File: src/rcr_map.svh
`ifndef RCR_MAP_SVH
`define RCR_MAP_SVH
// register byte addresses
`define RCR_ADDR_CTRL    8'h00
`define RCR_ADDR_COND    8'h04
`define RCR_ADDR_STATUS  8'h08
`define RCR_ADDR_IRQ_ST  8'h0C
`define RCR_ADDR_IRQ_MSK 8'h10
`define RCR_ADDR_WIDTH   8
// control register fields
`define RCR_CTRL_RUN        0
`define RCR_CTRL_SWAP       1
`define RCR_CTRL_FW_PERMIT  2
`define RCR_CTRL_LOG_PERMIT 3
`define RCR_CTRL_ONLINE_MOD 4
`define RCR_CTRL_MAINT      5
`define RCR_CTRL_SAFETY     6
`define RCR_CTRL_WARM       7
`define RCR_CTRL_RESET      8'h00
// condition register fields
`define RCR_COND_FW_DIFF    0
`define RCR_COND_LOG_DIFF   1
`define RCR_COND_SAFE_DIFF  2
`define RCR_COND_ONLINE_CHG 3
`define RCR_COND_HALTED     4
`define RCR_COND_RESET      8'h00
// interrupt events
`define RCR_IRQ_ROLE_CHG 0
`define RCR_IRQ_TO_STOP  1
`define RCR_IRQ_LINK_TO  2
`define RCR_IRQ_W        3
// timing and axi response codes
`define RCR_CLK_HZ       20000000
`define RCR_LINK_TO_S    3
`define RCR_WAIT_CYC     1
`define RCR_AXI_OKAY     2'h0
`define RCR_AXI_SLVERR   2'h2
`endif

File: src/rcr_pkg.sv
package rcr_pkg;
	typedef enum logic [1:0] {
		RCR_STOP,
		RCR_WAIT,
		RCR_PRIMARY,
		RCR_STANDBY
	} rcr_role_t;
	typedef enum logic [1:0] {
		RCR_SEL_CLEAR,
		RCR_SEL_A,
		RCR_SEL_B,
		RCR_SEL_BAD
	} rcr_sel_t;
endpackage

File: src/rcr_cfg_if.sv
`timescale 1ns/1ns
interface rcr_cfg_if;
	logic [7:0] ctrl;
	logic [7:0] cond;
	logic       swap_pulse;
	logic [3:0] events;
	logic [1:0] role;
	logic       link_to;
	modport regs (output ctrl, output cond, output swap_pulse, input events, input role,
		input link_to);
	modport core (input ctrl, input cond, input swap_pulse, output events, output role,
		output link_to);
endinterface

File: src/rcr_axil_regs.sv
`timescale 1ns/1ns
`include "rcr_map.svh"
module rcr_axil_regs
	import rcr_pkg::*;
(
	// clock and reset
	input  wire logic        aclk,
	input  wire logic        aresetn,
	// axi4-lite slave
	input  wire logic [7:0]  s_axi_awaddr,
	input  wire logic        s_axi_awvalid,
	output logic             s_axi_awready,
	input  wire logic [31:0] s_axi_wdata,
	input  wire logic [3:0]  s_axi_wstrb,
	input  wire logic        s_axi_wvalid,
	output logic             s_axi_wready,
	output logic [1:0]       s_axi_bresp,
	output logic             s_axi_bvalid,
	input  wire logic        s_axi_bready,
	input  wire logic [7:0]  s_axi_araddr,
	input  wire logic        s_axi_arvalid,
	output logic             s_axi_arready,
	output logic [31:0]      s_axi_rdata,
	output logic [1:0]       s_axi_rresp,
	output logic             s_axi_rvalid,
	input  wire logic        s_axi_rready,
	// core side
	rcr_cfg_if.regs          cfg,
	output logic             irq
);
	typedef struct packed {
		logic                 awrdy;
		logic                 wrdy;
		logic                 arrdy;
		logic                 aw_got;
		logic [7:0]           awaddr;
		logic                 w_got;
		logic [7:0]           wdata;
		logic                 wstrb0;
		logic                 bvalid;
		logic [1:0]           bresp;
		logic                 rvalid;
		logic [31:0]          rdata;
		logic [1:0]           rresp;
		logic [7:0]           ctrl;
		logic [7:0]           cond;
		logic                 swap;
		logic [`RCR_IRQ_W-1:0] ist;
		logic [`RCR_IRQ_W-1:0] imsk;
		logic                 irq;
	} rcr_regs_t;
	rcr_regs_t s_q, s_d;
	logic        wr_fire;
	logic [7:0]  wv;

	assign wr_fire = s_q.aw_got && s_q.w_got && !s_q.bvalid;
	assign wv      = s_q.wstrb0 ? s_q.wdata : 8'h00;

	always_comb begin
		s_d = s_q;
		s_d.swap = 1'b0;
		// registered readies: raised one cycle after valid, dropped at the handshake
		s_d.awrdy = s_axi_awvalid && !s_q.awrdy && !s_q.aw_got;
		s_d.wrdy  = s_axi_wvalid && !s_q.wrdy && !s_q.w_got;
		s_d.arrdy = s_axi_arvalid && !s_q.arrdy && !s_q.rvalid;
		if (s_axi_awvalid && s_q.awrdy) begin
			s_d.aw_got = 1'b1;
			s_d.awaddr = s_axi_awaddr;
		end
		if (s_axi_wvalid && s_q.wrdy) begin
			s_d.w_got  = 1'b1;
			s_d.wdata  = s_axi_wdata[7:0];
			s_d.wstrb0 = s_axi_wstrb[0];
		end
		if (s_q.bvalid && s_axi_bready) begin
			s_d.bvalid = 1'b0;
		end
		// sticky events: set wins over a write-one clear in the same cycle
		s_d.ist = s_q.ist | cfg.events[`RCR_IRQ_W-1:0];
		if (wr_fire) begin
			s_d.aw_got = 1'b0;
			s_d.w_got  = 1'b0;
			s_d.bvalid = 1'b1;
			s_d.bresp  = `RCR_AXI_OKAY;
			unique case (s_q.awaddr)
				`RCR_ADDR_CTRL: begin
					if (s_q.wstrb0) begin
						s_d.ctrl = wv;
						s_d.ctrl[`RCR_CTRL_SWAP] = 1'b0;
						s_d.swap = wv[`RCR_CTRL_SWAP];
					end
				end
				`RCR_ADDR_COND: begin
					if (s_q.wstrb0) begin
						s_d.cond = wv;
					end
				end
				`RCR_ADDR_STATUS: begin
				end
				`RCR_ADDR_IRQ_ST: begin
					s_d.ist = (s_q.ist & ~wv[`RCR_IRQ_W-1:0]) | cfg.events[`RCR_IRQ_W-1:0];
				end
				`RCR_ADDR_IRQ_MSK: begin
					if (s_q.wstrb0) begin
						s_d.imsk = wv[`RCR_IRQ_W-1:0];
					end
				end
				default: begin
					s_d.bresp = `RCR_AXI_SLVERR;
				end
			endcase
		end
		if (s_q.rvalid && s_axi_rready) begin
			s_d.rvalid = 1'b0;
		end
		if (s_axi_arvalid && s_q.arrdy) begin
			s_d.rvalid = 1'b1;
			s_d.rdata  = 32'h0000_0000;
			s_d.rresp  = `RCR_AXI_OKAY;
			unique case (s_axi_araddr)
				`RCR_ADDR_CTRL:    s_d.rdata[7:0] = s_q.ctrl;
				`RCR_ADDR_COND:    s_d.rdata[7:0] = s_q.cond;
				`RCR_ADDR_STATUS:  s_d.rdata[2:0] = {cfg.link_to, cfg.role};
				`RCR_ADDR_IRQ_ST:  s_d.rdata[`RCR_IRQ_W-1:0] = s_q.ist;
				`RCR_ADDR_IRQ_MSK: s_d.rdata[`RCR_IRQ_W-1:0] = s_q.imsk;
				default:           s_d.rresp = `RCR_AXI_SLVERR;
			endcase
		end
		s_d.irq = |(s_d.ist & s_d.imsk);
	end

	always_ff @(posedge aclk) begin
		if (!aresetn) begin
			s_q <= '0;
			s_q.ctrl <= `RCR_CTRL_RESET;
			s_q.cond <= `RCR_COND_RESET;
		end else begin
			s_q <= s_d;
		end
	end

	assign s_axi_awready  = s_q.awrdy;
	assign s_axi_wready   = s_q.wrdy;
	assign s_axi_arready  = s_q.arrdy;
	assign s_axi_bvalid   = s_q.bvalid;
	assign s_axi_bresp    = s_q.bresp;
	assign s_axi_rvalid   = s_q.rvalid;
	assign s_axi_rdata    = s_q.rdata;
	assign s_axi_rresp    = s_q.rresp;
	assign cfg.ctrl       = s_q.ctrl;
	assign cfg.cond       = s_q.cond;
	assign cfg.swap_pulse = s_q.swap;
	assign irq            = s_q.irq;
endmodule

File: src/rcr_role_fsm.sv
// The AXI4-Lite slave port and the register addresses were left to the implementer.
`timescale 1ns/1ns
`include "rcr_map.svh"
// Function
// - primary lost all adapters, peer reaches some: standby
// - halted primary hands over to healthy standby peer
// - swap command with standby peer: leave primary
// - primary-to-standby needs all mismatch permissions
// - run-to-stop forces the stop role
// - primary-to-standby passes wait at least one cycle
// - A/B selector gives identity, breaks ties
// - firmware mismatch tolerated only with its permit
// - logic mismatch needs permit and online modification
// - safety mismatch also needs maintenance mode
// - sequential start: first primary, second standby
// - simultaneous start: A primary, B standby
// - healthy links: roles held, no spontaneous change
// - standby link silent over 3 s: standby to wait
// - both links to peer lost: standby becomes primary
// - standby link dead, later starter enters wait
module rcr_role_fsm
	import rcr_pkg::*;
#(
	parameter int unsigned LINK_TO_CYC = `RCR_LINK_TO_S * `RCR_CLK_HZ
)(
	// clock and reset
	input  wire logic             aclk,
	input  wire logic             aresetn,
	// axi4-lite register slave
	input  wire logic [7:0]       s_axi_awaddr,
	input  wire logic             s_axi_awvalid,
	output logic                  s_axi_awready,
	input  wire logic [31:0]      s_axi_wdata,
	input  wire logic [3:0]       s_axi_wstrb,
	input  wire logic             s_axi_wvalid,
	output logic                  s_axi_wready,
	output logic [1:0]            s_axi_bresp,
	output logic                  s_axi_bvalid,
	input  wire logic             s_axi_bready,
	input  wire logic [7:0]       s_axi_araddr,
	input  wire logic             s_axi_arvalid,
	output logic                  s_axi_arready,
	output logic [31:0]           s_axi_rdata,
	output logic [1:0]            s_axi_rresp,
	output logic                  s_axi_rvalid,
	input  wire logic             s_axi_rready,
	// identity selector
	input  wire rcr_pkg::rcr_sel_t id_sel,
	// link health
	input  wire logic             standby_link_ok,
	input  wire logic             remote_io_ring_ok,
	input  wire logic             adapter_reach,
	// counterpart status received over the standby link
	input  wire rcr_pkg::rcr_role_t peer_role,
	input  wire logic             peer_adapter_reach,
	input  wire logic             peer_all_run,
	input  wire logic             peer_swap_req,
	// results
	output rcr_pkg::rcr_role_t    role,
	output logic                  irq
);
	import rcr_pkg::*;

	typedef struct packed {
		rcr_role_t   role;
		logic        run;
		logic [31:0] silent;
		logic        link_to;
		logic        wait_done;
		logic        from_primary;
		logic [3:0]  events;
	} rcr_core_t;
	rcr_core_t s_q, s_d;

	rcr_cfg_if cfg ();

	rcr_axil_regs u_regs (
		.aclk          (aclk),
		.aresetn       (aresetn),
		.s_axi_awaddr  (s_axi_awaddr),
		.s_axi_awvalid (s_axi_awvalid),
		.s_axi_awready (s_axi_awready),
		.s_axi_wdata   (s_axi_wdata),
		.s_axi_wstrb   (s_axi_wstrb),
		.s_axi_wvalid  (s_axi_wvalid),
		.s_axi_wready  (s_axi_wready),
		.s_axi_bresp   (s_axi_bresp),
		.s_axi_bvalid  (s_axi_bvalid),
		.s_axi_bready  (s_axi_bready),
		.s_axi_araddr  (s_axi_araddr),
		.s_axi_arvalid (s_axi_arvalid),
		.s_axi_arready (s_axi_arready),
		.s_axi_rdata   (s_axi_rdata),
		.s_axi_rresp   (s_axi_rresp),
		.s_axi_rvalid  (s_axi_rvalid),
		.s_axi_rready  (s_axi_rready),
		.cfg           (cfg.regs),
		.irq           (irq)
	);

	////////////////////////////////////////////////////////////////////////////////
	logic run_cmd, warm, halted, swap_cmd;
	logic firmware_diff_permit, fw_ok, log_ok, safe_ok, precond_ok;
	logic is_a, is_b, peer_silent, to_standby;

	assign run_cmd              = cfg.ctrl[`RCR_CTRL_RUN];
	assign warm                 = cfg.ctrl[`RCR_CTRL_WARM];
	assign halted               = cfg.cond[`RCR_COND_HALTED];
	assign swap_cmd             = cfg.swap_pulse || peer_swap_req;
	assign firmware_diff_permit = cfg.ctrl[`RCR_CTRL_FW_PERMIT];
	assign is_a                 = (id_sel == RCR_SEL_A);
	assign is_b                 = (id_sel == RCR_SEL_B);

	assign fw_ok = !cfg.cond[`RCR_COND_FW_DIFF] || firmware_diff_permit;
	assign log_ok = !(cfg.cond[`RCR_COND_LOG_DIFF] || cfg.cond[`RCR_COND_ONLINE_CHG])
		|| (cfg.ctrl[`RCR_CTRL_LOG_PERMIT] && cfg.ctrl[`RCR_CTRL_ONLINE_MOD]);
	// safe-part mismatch only matters on safety controllers
	assign safe_ok = !(cfg.ctrl[`RCR_CTRL_SAFETY] && cfg.cond[`RCR_COND_SAFE_DIFF])
		|| (log_ok && cfg.ctrl[`RCR_CTRL_LOG_PERMIT] && cfg.ctrl[`RCR_CTRL_MAINT]);
	assign precond_ok = fw_ok && log_ok && safe_ok;

	// silent: peer unreachable on both paths
	assign peer_silent = !standby_link_ok && !remote_io_ring_ok;

	// hand-over triggers out of primary; all need a standby peer and a live link
	assign to_standby = standby_link_ok && (peer_role == RCR_STANDBY) && precond_ok && (
		(!adapter_reach && peer_adapter_reach) ||
		(halted && peer_all_run) ||
		cfg.swap_pulse);

	////////////////////////////////////////////////////////////////////////////////
	always_comb begin
		s_d        = s_q;
		s_d.run    = run_cmd;
		s_d.events = 4'h0;
		// silence counter saturates so a long outage cannot wrap
		if (standby_link_ok) begin
			s_d.silent  = 32'h0000_0000;
			s_d.link_to = 1'b0;
		end else if (s_q.silent < LINK_TO_CYC) begin
			s_d.silent = s_q.silent + 32'h0000_0001;
		end else begin
			s_d.link_to = 1'b1;
		end
		if (s_d.link_to && !s_q.link_to) begin
			s_d.events[`RCR_IRQ_LINK_TO] = 1'b1;
		end
		if (s_q.run && !run_cmd) begin
			s_d.role = RCR_STOP;
			s_d.events[`RCR_IRQ_TO_STOP] = 1'b1;
		end else begin
			unique case (s_q.role)
				RCR_STOP: begin
					if (run_cmd) begin
						s_d.role = RCR_WAIT;
						s_d.from_primary = 1'b0;
					end
				end
				RCR_WAIT: begin
					s_d.wait_done = 1'b1;
					if (!run_cmd) begin
						s_d.role = RCR_WAIT;
					end else if (s_q.from_primary && !s_q.wait_done) begin
						s_d.role = RCR_WAIT;
					end else if (standby_link_ok && peer_role == RCR_PRIMARY && precond_ok) begin
						s_d.role = RCR_STANDBY;
					end else if (standby_link_ok && peer_role == RCR_PRIMARY) begin
						s_d.role = RCR_WAIT;
					end else if (!standby_link_ok && remote_io_ring_ok && s_q.silent == 32'h0) begin
						s_d.role = RCR_WAIT;
					end else if (!standby_link_ok && remote_io_ring_ok && !s_q.from_primary
						&& !s_q.link_to) begin
						s_d.role = RCR_WAIT;
					end else if (!s_q.from_primary && (is_a || peer_role != RCR_WAIT
						|| !standby_link_ok)) begin
						s_d.role = RCR_PRIMARY;
					end else if (warm && !s_q.from_primary) begin
						s_d.role = RCR_PRIMARY;
					end
				end
				RCR_PRIMARY: begin
					if (to_standby) begin
						s_d.role = RCR_WAIT;
						s_d.from_primary = 1'b1;
						s_d.wait_done = 1'b0;
					end else if (is_b && standby_link_ok && peer_role == RCR_PRIMARY) begin
						s_d.role = RCR_WAIT;
						s_d.from_primary = 1'b1;
						s_d.wait_done = 1'b0;
					end
				end
				RCR_STANDBY: begin
					if (peer_silent) begin
						s_d.role = RCR_PRIMARY;
					end else if (s_q.link_to && remote_io_ring_ok) begin
						s_d.role = RCR_WAIT;
						// peer still runs as primary: no self-promotion while the link is down
						s_d.from_primary = 1'b1;
					end else if (standby_link_ok && (peer_role == RCR_WAIT
						|| peer_role == RCR_STANDBY || swap_cmd)) begin
						s_d.role = RCR_PRIMARY;
					end
					// otherwise hold with healthy links
				end
			endcase
		end
		if (s_d.role != s_q.role) begin
			s_d.events[`RCR_IRQ_ROLE_CHG] = 1'b1;
		end
	end

	always_ff @(posedge aclk) begin
		if (!aresetn) begin
			s_q <= '0;
			s_q.role <= RCR_STOP;
		end else begin
			s_q <= s_d;
		end
	end

	assign role        = s_q.role;
	assign cfg.role    = s_q.role;
	assign cfg.link_to = s_q.link_to;
	assign cfg.events  = s_q.events;
endmodule

File: config.mk
export PLATFORM = sky130hd
export DESIGN_NAME = rcr_role_fsm
export DESIGN_NICKNAME = d
export VERILOG_FILES = /design/src/rcr_pkg.sv /design/src/rcr_cfg_if.sv /design/src/rcr_axil_regs.sv /design/src/rcr_role_fsm.sv
export VERILOG_INCLUDE_DIRS = /design/src
export SDC_FILE = /design/constraint.sdc
export NUM_CORES = 1
export LEC_CHECK = 0
export ABC_AREA = 1
export BUFFER_PORTS_ARGS = -buffer_cell sky130_fd_sc_hd__buf_2
export CAP_MARGIN = 10
export CORE_MARGIN = 3
export CORE_UTILIZATION = 60
export DETAILED_ROUTE_END_ITERATION = 12
export GPL_ROUTABILITY_DRIVEN = 0
export PLACE_DENSITY_LB_ADDON = 0.15
export SLEW_MARGIN = 20
export SYNTH_ARGS = -nofsm -noshare
export SYNTH_HDL_FRONTEND = slang
export SYNTH_HIERARCHICAL = 1
export SYNTH_SLANG_ARGS = --single-unit
File: constraint.sdc
create_clock -name aclk -period 3.97 [get_ports aclk]
set_input_delay 0.397 -clock aclk [delete_from_list [all_inputs] [get_ports aclk]]
set_output_delay 0.397 -clock aclk [all_outputs]
set_load 0.01 [all_outputs]
==> impl_metrics.env, run 1 <==
export IMPL_ios=113
export IMPL_finClkSkew_ps=12.1
export IMPL_nets=905
export IMPL_finalSetupTns_ps=0
export IMPL_hold_viol=0
export IMPL_grt_max_degree=45
export IMPL_final_cell_mix="169 x nand2_1, 110 x nor2_1, 98 x dfxtp_1"
export IMPL_worstSetupStartpoint="s_q[29]"
export IMPL_status="complete, no violations"
export IMPL_die_h_um=102
export IMPL_wirelength_um=12000
export IMPL_setup_slack_ps=1700
export IMPL_syn_area_um2=5530
export IMPL_r2r_end="s_q[9]"
export IMPL_r2r_slack_ps=1700
export IMPL_die_w_um=102
export IMPL_grt_use_total=0.239
export IMPL_cp_max_fo=30
export IMPL_cp_required_ps=4230
export IMPL_final_cell_count_no_fill=941
export IMPL_post_cts_resized=0
export IMPL_finalSetupViolCount=0
export IMPL_rows=34
export IMPL_coreArea_um2=8850
export IMPL_grt_ovfl_total=0
export IMPL_cts_htree_levels=3
export IMPL_start_util=0.625
export IMPL_clkTransAtPathRegs_ps=110
export IMPL_worstSetupEndpoint="s_q[9]"
export IMPL_hp_class="input port to flip-flop"
export IMPL_cts_hold_buf=0
export IMPL_slew_headroom=0.490
export IMPL_fmax_mhz=440
export IMPL_cp_end_kind="flip-flop"
export IMPL_grt_pass1_vias=4514
export IMPL_cellPowerDensity_nw_per_um2=378
export IMPL_cap_violations=0
export IMPL_drtAntennaViolNets=0
export IMPL_p_leak_uw=0.00258
export IMPL_placed_cells=925
export IMPL_worstPathArrival_ps=2530
export IMPL_cts_sinks=98
export IMPL_ctsRootBufferMaster="clkbuf_8"
export IMPL_dp_hpwl_um=9160
export IMPL_die_area_um2=10400
export IMPL_path_class="flip-flop to flip-flop"
export IMPL_yosys_warnings=6
export IMPL_routedWlPerCell_um=12.8
export IMPL_drive_above_1_share=0.166
export IMPL_io_buffers=59
export IMPL_drc=0
export IMPL_ir_worst_vdd_v=0.000210
export IMPL_via_count=4944
export IMPL_cts_setup_buffers=0
export IMPL_fin_crit_sh=0.572
export IMPL_areaGrowthSynthToFinish_pct=5.13
export IMPL_num_antenna_cells=0
export IMPL_avgSynthCellArea_um2=6.93
export IMPL_finalMaxSlewViolations=0
export IMPL_antenna_found_initial=0
export IMPL_cts_tree="yes"
export IMPL_drt_iter0_drc=252
export IMPL_cts_buffers=9
export IMPL_rsz0062_at_grt="false"
export IMPL_clk_latency_ps=370
export IMPL_holdWs_ps=246
export IMPL_r2r_cells=9
export IMPL_final_common_cell="nand2_1"
export IMPL_cp_start_kind="flip-flop"
export IMPL_r2r_start="s_q[29]"
export IMPL_vias_per_cell=5.25
export IMPL_pre_cts_slack_ps=1760
export IMPL_layout_min_cycle_time_ps=2270
export IMPL_grt_pass1_wl_um=20100
export IMPL_dr_pass1_iters=5
export IMPL_clock_path_buffers=2
export IMPL_synthCells=798
export IMPL_worst_pin_slew_ps=765
-- worst max-delay path: stages, from the launching register on --
cell and delay [ps]:
dfxtp_1 460, inv_1 90, nand4_1 120, o21ai_0 110, a21boi_1 190, nand2_2 380
inv_2 430, nand2_1 120, o21ai_0 190, nor2_1 50
-- where the power goes --
group	switching [uW]	internal (uW)	leakage [uW]
Clock	385	310	0.000110
Combinational	267	157	0.00167
Sequential	50.2	1030	0.000794
-- sequential cells by signal (all words and copies together) (netlist names) --
name / cells
s_q: 35
u_regs/s_q: 25
u_regs/cfg.cond: 8
u_regs/s_axi_rdata: 8
u_regs/cfg.ctrl: 7
cfg.events: 3
role: 2
cfg.link_to: 1
u_regs/cfg.swap_pulse: 1
u_regs/irq: 1
u_regs/s_axi_arready: 1
u_regs/s_axi_awready: 1
u_regs/s_axi_bresp: 1
u_regs/s_axi_bvalid: 1
u_regs/s_axi_rresp: 1
u_regs/s_axi_rvalid: 1
u_regs/s_axi_wready: 1
-- layout make-up --
| cell class | count | area (um2) |
|---|---|---|
| inverter | 98 | 369 |
| clock inverter | 7 | 90.1 |
| timing repair buffer | 61 | 310 |
| fill | 780 | 3030 |
| sequential | 98 | 1960 |
| tap | 108 | 135 |
| clock buffer | 9 | 124 |
| multi-input combinational | 560 | 2830 |
-- metrics by stage --
stage,power [uW],cell area [um2],util
after floorplan,1440,5630,-
after global placement,1510,5600,0.633
after detailed placement,1520,5600,0.633
after CTS,2210,5820,0.657
after global routing,2330,5820,0.657
final,2200,5820,0.657
-- layer usage --
| layer | up-vias | track usage | wire [um] |
|---|---|---|---|
| met5 | - | 0 | 0 |
| met4 | 0 | 0.0918 | 217 |
| met1 | 2228 | 0.310 | 5340 |
| met2 | 149 | 0.398 | 5830 |
| met3 | 21 | 0.0389 | 622 |
| li1 | 2546 | - | - |
-- worst min path at each step --
stage	start	end	slack, ps	cells past startpoint
3_3_place_gp	u_regs/s_axi_wready	u_regs/s_axi_wready	420	1
4_1_cts	s_axi_awvalid	u_regs/s_axi_awready	230	3
6_report	s_axi_arvalid	u_regs/s_axi_arready	250	3
5_1_grt	s_axi_awvalid	u_regs/s_axi_awready	230	3
2_1_floorplan	s_q[38]	s_q[38]	420	2
3_5_place_dp	s_q[34]	s_q[34]	430	2
Note: power is estimated with default switching activity, not from simulation.
==> run 2: changes to the inputs <==
--- a/config.mk
+++ b/config.mk
@@ -10,7 +10,7 @@
 export BUFFER_PORTS_ARGS = -buffer_cell sky130_fd_sc_hd__buf_2
 export CAP_MARGIN = 10
 export CORE_MARGIN = 3
-export CORE_UTILIZATION = 60
+export CORE_UTILIZATION = 56
 export DETAILED_ROUTE_END_ITERATION = 12
 export GPL_ROUTABILITY_DRIVEN = 0
 export PLACE_DENSITY_LB_ADDON = 0.15
==> constraint.sdc (replaced) <==
create_clock -name aclk -period 2.1 [get_ports aclk]
set_input_delay 0.21 -clock aclk [delete_from_list [all_inputs] [get_ports aclk]]
set_output_delay 0.21 -clock aclk [all_outputs]
set_load 0.01 [all_outputs]
==> run 2 against run 1 <==
  * Design area rose by 0.73%
  * Utilization fell by 3.5 points
  * Cell count rose by 2.9%
  * Sequential power rose by 87%
==> impl_metrics.env, run 2 (same netlist as run 1, synthesis figures left out) <==
export IMPL_design_area_um2=5860
export IMPL_grt_ovfl_total=0
export IMPL_clk_latency_ps=370
export IMPL_path_class="flip-flop to flip-flop"
export IMPL_hp_start="s_axi_awvalid"
export IMPL_grt_use_total=0.222
export IMPL_cp_end_kind="flip-flop"
export IMPL_wirelength_um=12200
export IMPL_hold_path_cell_count=3
export IMPL_cp_required_ps=2360
export IMPL_final_common_cell="nand2_1"
export IMPL_cp_cell_sequence="inv_1 > ha_1 > inv_1 > nand2_1 > a21oi_1 > nand2_1 > inv_1 > nand2_1 > nand2_1 > nand2_1 > nand2_1 > a21oi_1"
export IMPL_multi_input_area_um2=2830
export IMPL_fmax_mhz=538
export IMPL_clkTransAtPathRegs_ps=100
export IMPL_start_util=0.588
export IMPL_cellPowerDensity_nw_per_um2=690
export IMPL_finalMaxSlewViolations=0
export IMPL_nFillCells=899
export IMPL_r2r_slack_ps=240
export IMPL_rsz0062_at_grt="false"
export IMPL_finClkSkew_ps=9.67
export IMPL_r2r_start="role[0]"
export IMPL_cts_tree="yes"
export IMPL_dr_pass1_iters=5
export IMPL_coreArea_um2=9420
export IMPL_largest_reg_flops=35
export IMPL_ctsRootBufferMaster="clkbuf_8"
export IMPL_drt_iter0_drc=204
export IMPL_cap_violations=0
export IMPL_finalSetupViolCount=0
export IMPL_die_area_um2=11100
export IMPL_drtAntennaViolNets=0
export IMPL_cts_buffers=9
export IMPL_final_cell_mix="169 x nand2_1, 110 x nor2_1, 98 x dfxtp_1"
export IMPL_routedWlPerCell_um=12.6
export IMPL_ir_worst_vdd_v=0.000379
export IMPL_hold_viol=0
export IMPL_r2r_cells=12
export IMPL_die_h_um=105
export IMPL_p_leak_uw=0.00259
export IMPL_num_antenna_cells=0
export IMPL_critical_path_max_stage_delay_ps=530
export IMPL_grt_pass1_wl_um=20500
export IMPL_nets=911
export IMPL_status="complete, no violations"
export IMPL_slowest_stage="dfxtp_1"
export IMPL_antenna_found_initial=0
export IMPL_drc=0
export IMPL_cts_setup_buffers=0
export IMPL_areaGrowthSynthToFinish_pct=5.90
export IMPL_cp_start_kind="flip-flop"
export IMPL_cts_hold_buf=0
export IMPL_worstSetupStartpoint="role[0]"
export IMPL_critPathMostFrequentCell="nand2_1"
export IMPL_io_buffers=59
export IMPL_cts_sinks=98
export IMPL_finalSetupTns_ps=0
export IMPL_die_w_um=105
export IMPL_rows=35
export IMPL_hold_end="u_regs/s_axi_awready"
export IMPL_clock_path_buffers=2
export IMPL_placed_area_um2=5670
export IMPL_regArea_um2=1960
export IMPL_cts_htree_levels=3
export IMPL_largest_register="s_q"
export IMPL_fin_crit_sh=0.886
export IMPL_reg_top3="s_q: 35 flops, u_regs/s_q: 25 flops"
export IMPL_layout_min_cycle_time_ps=1860
export IMPL_vias_per_cell=5.18
export IMPL_r2r_end="cfg.events[0]"
export IMPL_worst_pin_slew_ps=529
export IMPL_grt_pass1_vias=4570
export IMPL_worstPathArrival_ps=2120
export IMPL_grt_max_degree=39
export IMPL_ios=113
export IMPL_via_count=5012
export IMPL_post_cts_resized=0
export IMPL_cp_max_fo=9
export IMPL_drive_above_1_share=0.172
export IMPL_dp_hpwl_um=9380
export IMPL_slew_headroom=0.647
export IMPL_hp_class="input port to flip-flop"
## run 2: cell count changes in the layout (fill, tap and decap cells not counted)
cell        delta
inv_8          -1
clkinv_2       +1
bufinv_16      -1
clkinv_4       +1
buf_4          +6
clkinvlp_4     +1
inv_6          -1
## run 2: report_power, final
part | internal [uW] | switching, uW | total [uW]
Sequential | 1940 | 76.2 | 2020
Clock | 454 | 727 | 1180
Combinational | 309 | 531 | 841
Total | 2710 | 1330 | 4040
## run 2: worst max-delay path by stage
stage / to / cells after the start / slack [ps]
6_report: cfg.events[0] / 12 / 240
4_1_cts: cfg.events[0] / 12 / 300
3_3_place_gp: cfg.events[0] / 12 / 360
2_1_floorplan: s_q[22] / 9 / 600
5_1_grt: cfg.events[0] / 12 / 100
3_5_place_dp: cfg.events[0] / 12 / 300
## run 2: stage by stage
step                      std cells  total power (uW)  utilization  setup slack, ps  hold WS (ps)
after CTS                       968              4060        0.622              300          51.5
after global placement          952              2860        0.603              361           422
final                           968              4040        0.622              240          60.4
after detailed placement        952              2890        0.603              304           428
after floorplan                 823              2720            -              601           308
after global routing            968              4250        0.622             99.3          72.1
## run 2: layer usage
layer  global-route usage  vias up  routed length [um]
li1                     -     2560                   -
met1                0.283     2302                5420
met2                0.382      132                5910
met3               0.0337       18                 664
met4               0.0769        0                 202
met5                    0        -                   0
## run 2: area by class of cell
class                           instances  area share
Sequential cell                        98       0.335
Tap cell                              129      0.0275
Timing Repair Buffer                   67      0.0606
Inverter                               98      0.0630
Clock inverter                          7      0.0105
Multi-Input combinational cell        560       0.482
Clock buffer                            9      0.0211
## run 2: critical path: cells and delay by family (launching register included)
family	cells	cell delay [ps]
simple gates	6	390
buf+inv	3	330
compound gates	2	210
fa+ha+maj	1	270
flops	1	530
==> run 3: changes to the inputs <==
--- a/config.mk
+++ b/config.mk
@@ -9,8 +9,10 @@
 export ABC_AREA = 1
 export BUFFER_PORTS_ARGS = -buffer_cell sky130_fd_sc_hd__buf_2
 export CAP_MARGIN = 10
+export CELL_PAD_IN_SITES_DETAIL_PLACEMENT = 0
+export CELL_PAD_IN_SITES_GLOBAL_PLACEMENT = 1
 export CORE_MARGIN = 3
-export CORE_UTILIZATION = 56
+export CORE_UTILIZATION = 39
 export DETAILED_ROUTE_END_ITERATION = 12
 export GPL_ROUTABILITY_DRIVEN = 0
 export PLACE_DENSITY_LB_ADDON = 0.15
==> run 3 against run 2 <==
  * Critical endpoint unchanged
  * Power up 11%
  * First-iteration DRC count up 24%
  * Critical path type unchanged
  * Count of clock-buffer cells in the layout grew 2
  * Highest routed layer unchanged
  * Setup slack lost 31 ps
==> impl_metrics.env, run 3 (same netlist as run 1, synthesis figures left out) <==
export IMPL_cp_max_fo=9
export IMPL_r2r_cells=12
export IMPL_cts_sinks=98
export IMPL_cellPowerDensity_nw_per_um2=742
export IMPL_die_area_um2=15700
export IMPL_via_count=4896
export IMPL_cap_violations=0
export IMPL_wirelength_um=13200
export IMPL_p_leak_uw=0.00264
export IMPL_grt_max_degree=44
export IMPL_grt_pass1_wl_um=22200
export IMPL_drt_iter0_drc=252
export IMPL_ctsRootBufferMaster="clkbuf_16"
export IMPL_cp_end_kind="flip-flop"
export IMPL_grt_use_total=0.172
export IMPL_layout_min_cycle_time_ps=1890
export IMPL_worstSetupStartpoint="role[0]"
export IMPL_ir_worst_vdd_v=0.000388
export IMPL_cts_tree="yes"
export IMPL_grt_pass1_vias=4602
export IMPL_ios=113
export IMPL_dr_pass1_iters=5
export IMPL_worstSetupEndpoint="cfg.events[0]"
export IMPL_reg_top3="s_q: 35 flops, u_regs/s_q: 25 flops"
export IMPL_vias_per_cell=4.82
export IMPL_drc=0
export IMPL_cts_hold_buf=0
export IMPL_hp_class="input port to flip-flop"
export IMPL_coreArea_um2=13600
export IMPL_hold_viol=0
export IMPL_grt_ovfl_total=0
export IMPL_final_common_cell="nand2_1"
export IMPL_finalSetupTns_ps=0
export IMPL_cts_setup_buffers=0
export IMPL_post_cts_resized=0
export IMPL_cts_htree_levels=3
export IMPL_antenna_found_initial=0
export IMPL_fin_total_pwr_uw=4470
export IMPL_r2r_slack_ps=210
export IMPL_dp_hpwl_um=10100
export IMPL_finalSetupViolCount=0
export IMPL_routedWlPerCell_um=13.0
export IMPL_cp_start_kind="flip-flop"
export IMPL_die_h_um=125
export IMPL_largest_reg_flops=35
export IMPL_num_antenna_cells=0
export IMPL_io_buffers=59
export IMPL_finClkSkew_ps=8.48
export IMPL_clock_path_buffers=2
export IMPL_fmax_mhz=529
export IMPL_slew_headroom=0.542
export IMPL_r2r_end="cfg.events[0]"
export IMPL_path_class="flip-flop to flip-flop"
export IMPL_status="complete, no violations"
export IMPL_final_cell_count_no_fill=1015
export IMPL_final_core_util=0.444
export IMPL_rsz0062_at_grt="false"
export IMPL_finalMaxSlewViolations=0
export IMPL_largest_register="s_q"
export IMPL_die_w_um=125
export IMPL_nets=911
export IMPL_worstPathArrival_ps=2120
export IMPL_clkTransAtPathRegs_ps=70
export IMPL_start_util=0.408
export IMPL_cp_required_ps=2330
export IMPL_fin_crit_sh=0.900
export IMPL_final_cell_mix="169 x nand2_1, 110 x nor2_1, 98 x dfxtp_1"
export IMPL_drive_above_1_share=0.172
export IMPL_drtAntennaViolNets=0
export IMPL_rows=42
export IMPL_cts_buffers=9
export IMPL_worst_pin_slew_ps=686
export IMPL_clk_latency_ps=350
export IMPL_r2r_start="role[0]"
export IMPL_areaGrowthSynthToFinish_pct=8.89
export IMPL_holdWs_ps=91.1
export IMPL_placed_cells=999
-- run 3: per-layer routing --
layer	part of all wire	GRT usage
met1	0.51	0.242
met2	0.44	0.259
met3	0.037	0.0286
met4	0.021	0.0740
met5	0	0
-- run 3: per-stage QoR --
| stage | cell area [um2] | worst slack, ps |
|---|---|---|
| 3_3_place_gp | 5730 | 290 |
| 5_1_grt | 6020 | 18.9 |
| 2_1_floorplan | 5630 | 601 |
| 4_1_cts | 6020 | 235 |
| 6_report | 6020 | 209 |
| 3_5_place_dp | 5730 | 252 |
-- run 3: how the worst min path moves through the flow --
| stage | start | depth (start not counted) | endpoint |
|---|---|---|---|
| detailed placement | s_q[34] | 2 | s_q[34] |
| CTS | s_axi_wvalid | 3 | u_regs/s_axi_wready |
| global route | s_axi_wvalid | 3 | u_regs/s_axi_wready |
| floorplan | aresetn | 2 | s_q[39] |
| finish | s_axi_awvalid | 3 | u_regs/s_axi_awready |
| global placement | s_q[38] | 2 | s_q[38] |
-- run 3: layout make-up --
class,instances,area (um2)
fill,1436,7530
multi-input combinational,560,2830
sequential,98,1960
inverter,98,369
timing repair buffer,67,355
clock buffer,11,253
tap,176,220
clock inverter,5,38.8
-- run 3: report_power, final --
part | leakage, uW | internal (uW) | switching, uW
registers | 0.000794 | 1940 | 81.4
logic | 0.00171 | 312 | 526
clock network | 0.000142 | 872 | 733
total | 0.00264 | 3130 | 1340
-- run 3: worst max-delay path, stage by stage, from the launching register on --
cell,delay (ps)
dfxtp_1,540
inv_1,220
ha_1,270
inv_1,100
nand2_1,60
a21oi_1,140
nand2_1,80
inv_1,60
nand2_1,60
nand2_1,70
nand2_1,50
nand2_1,60
a21oi_1,60
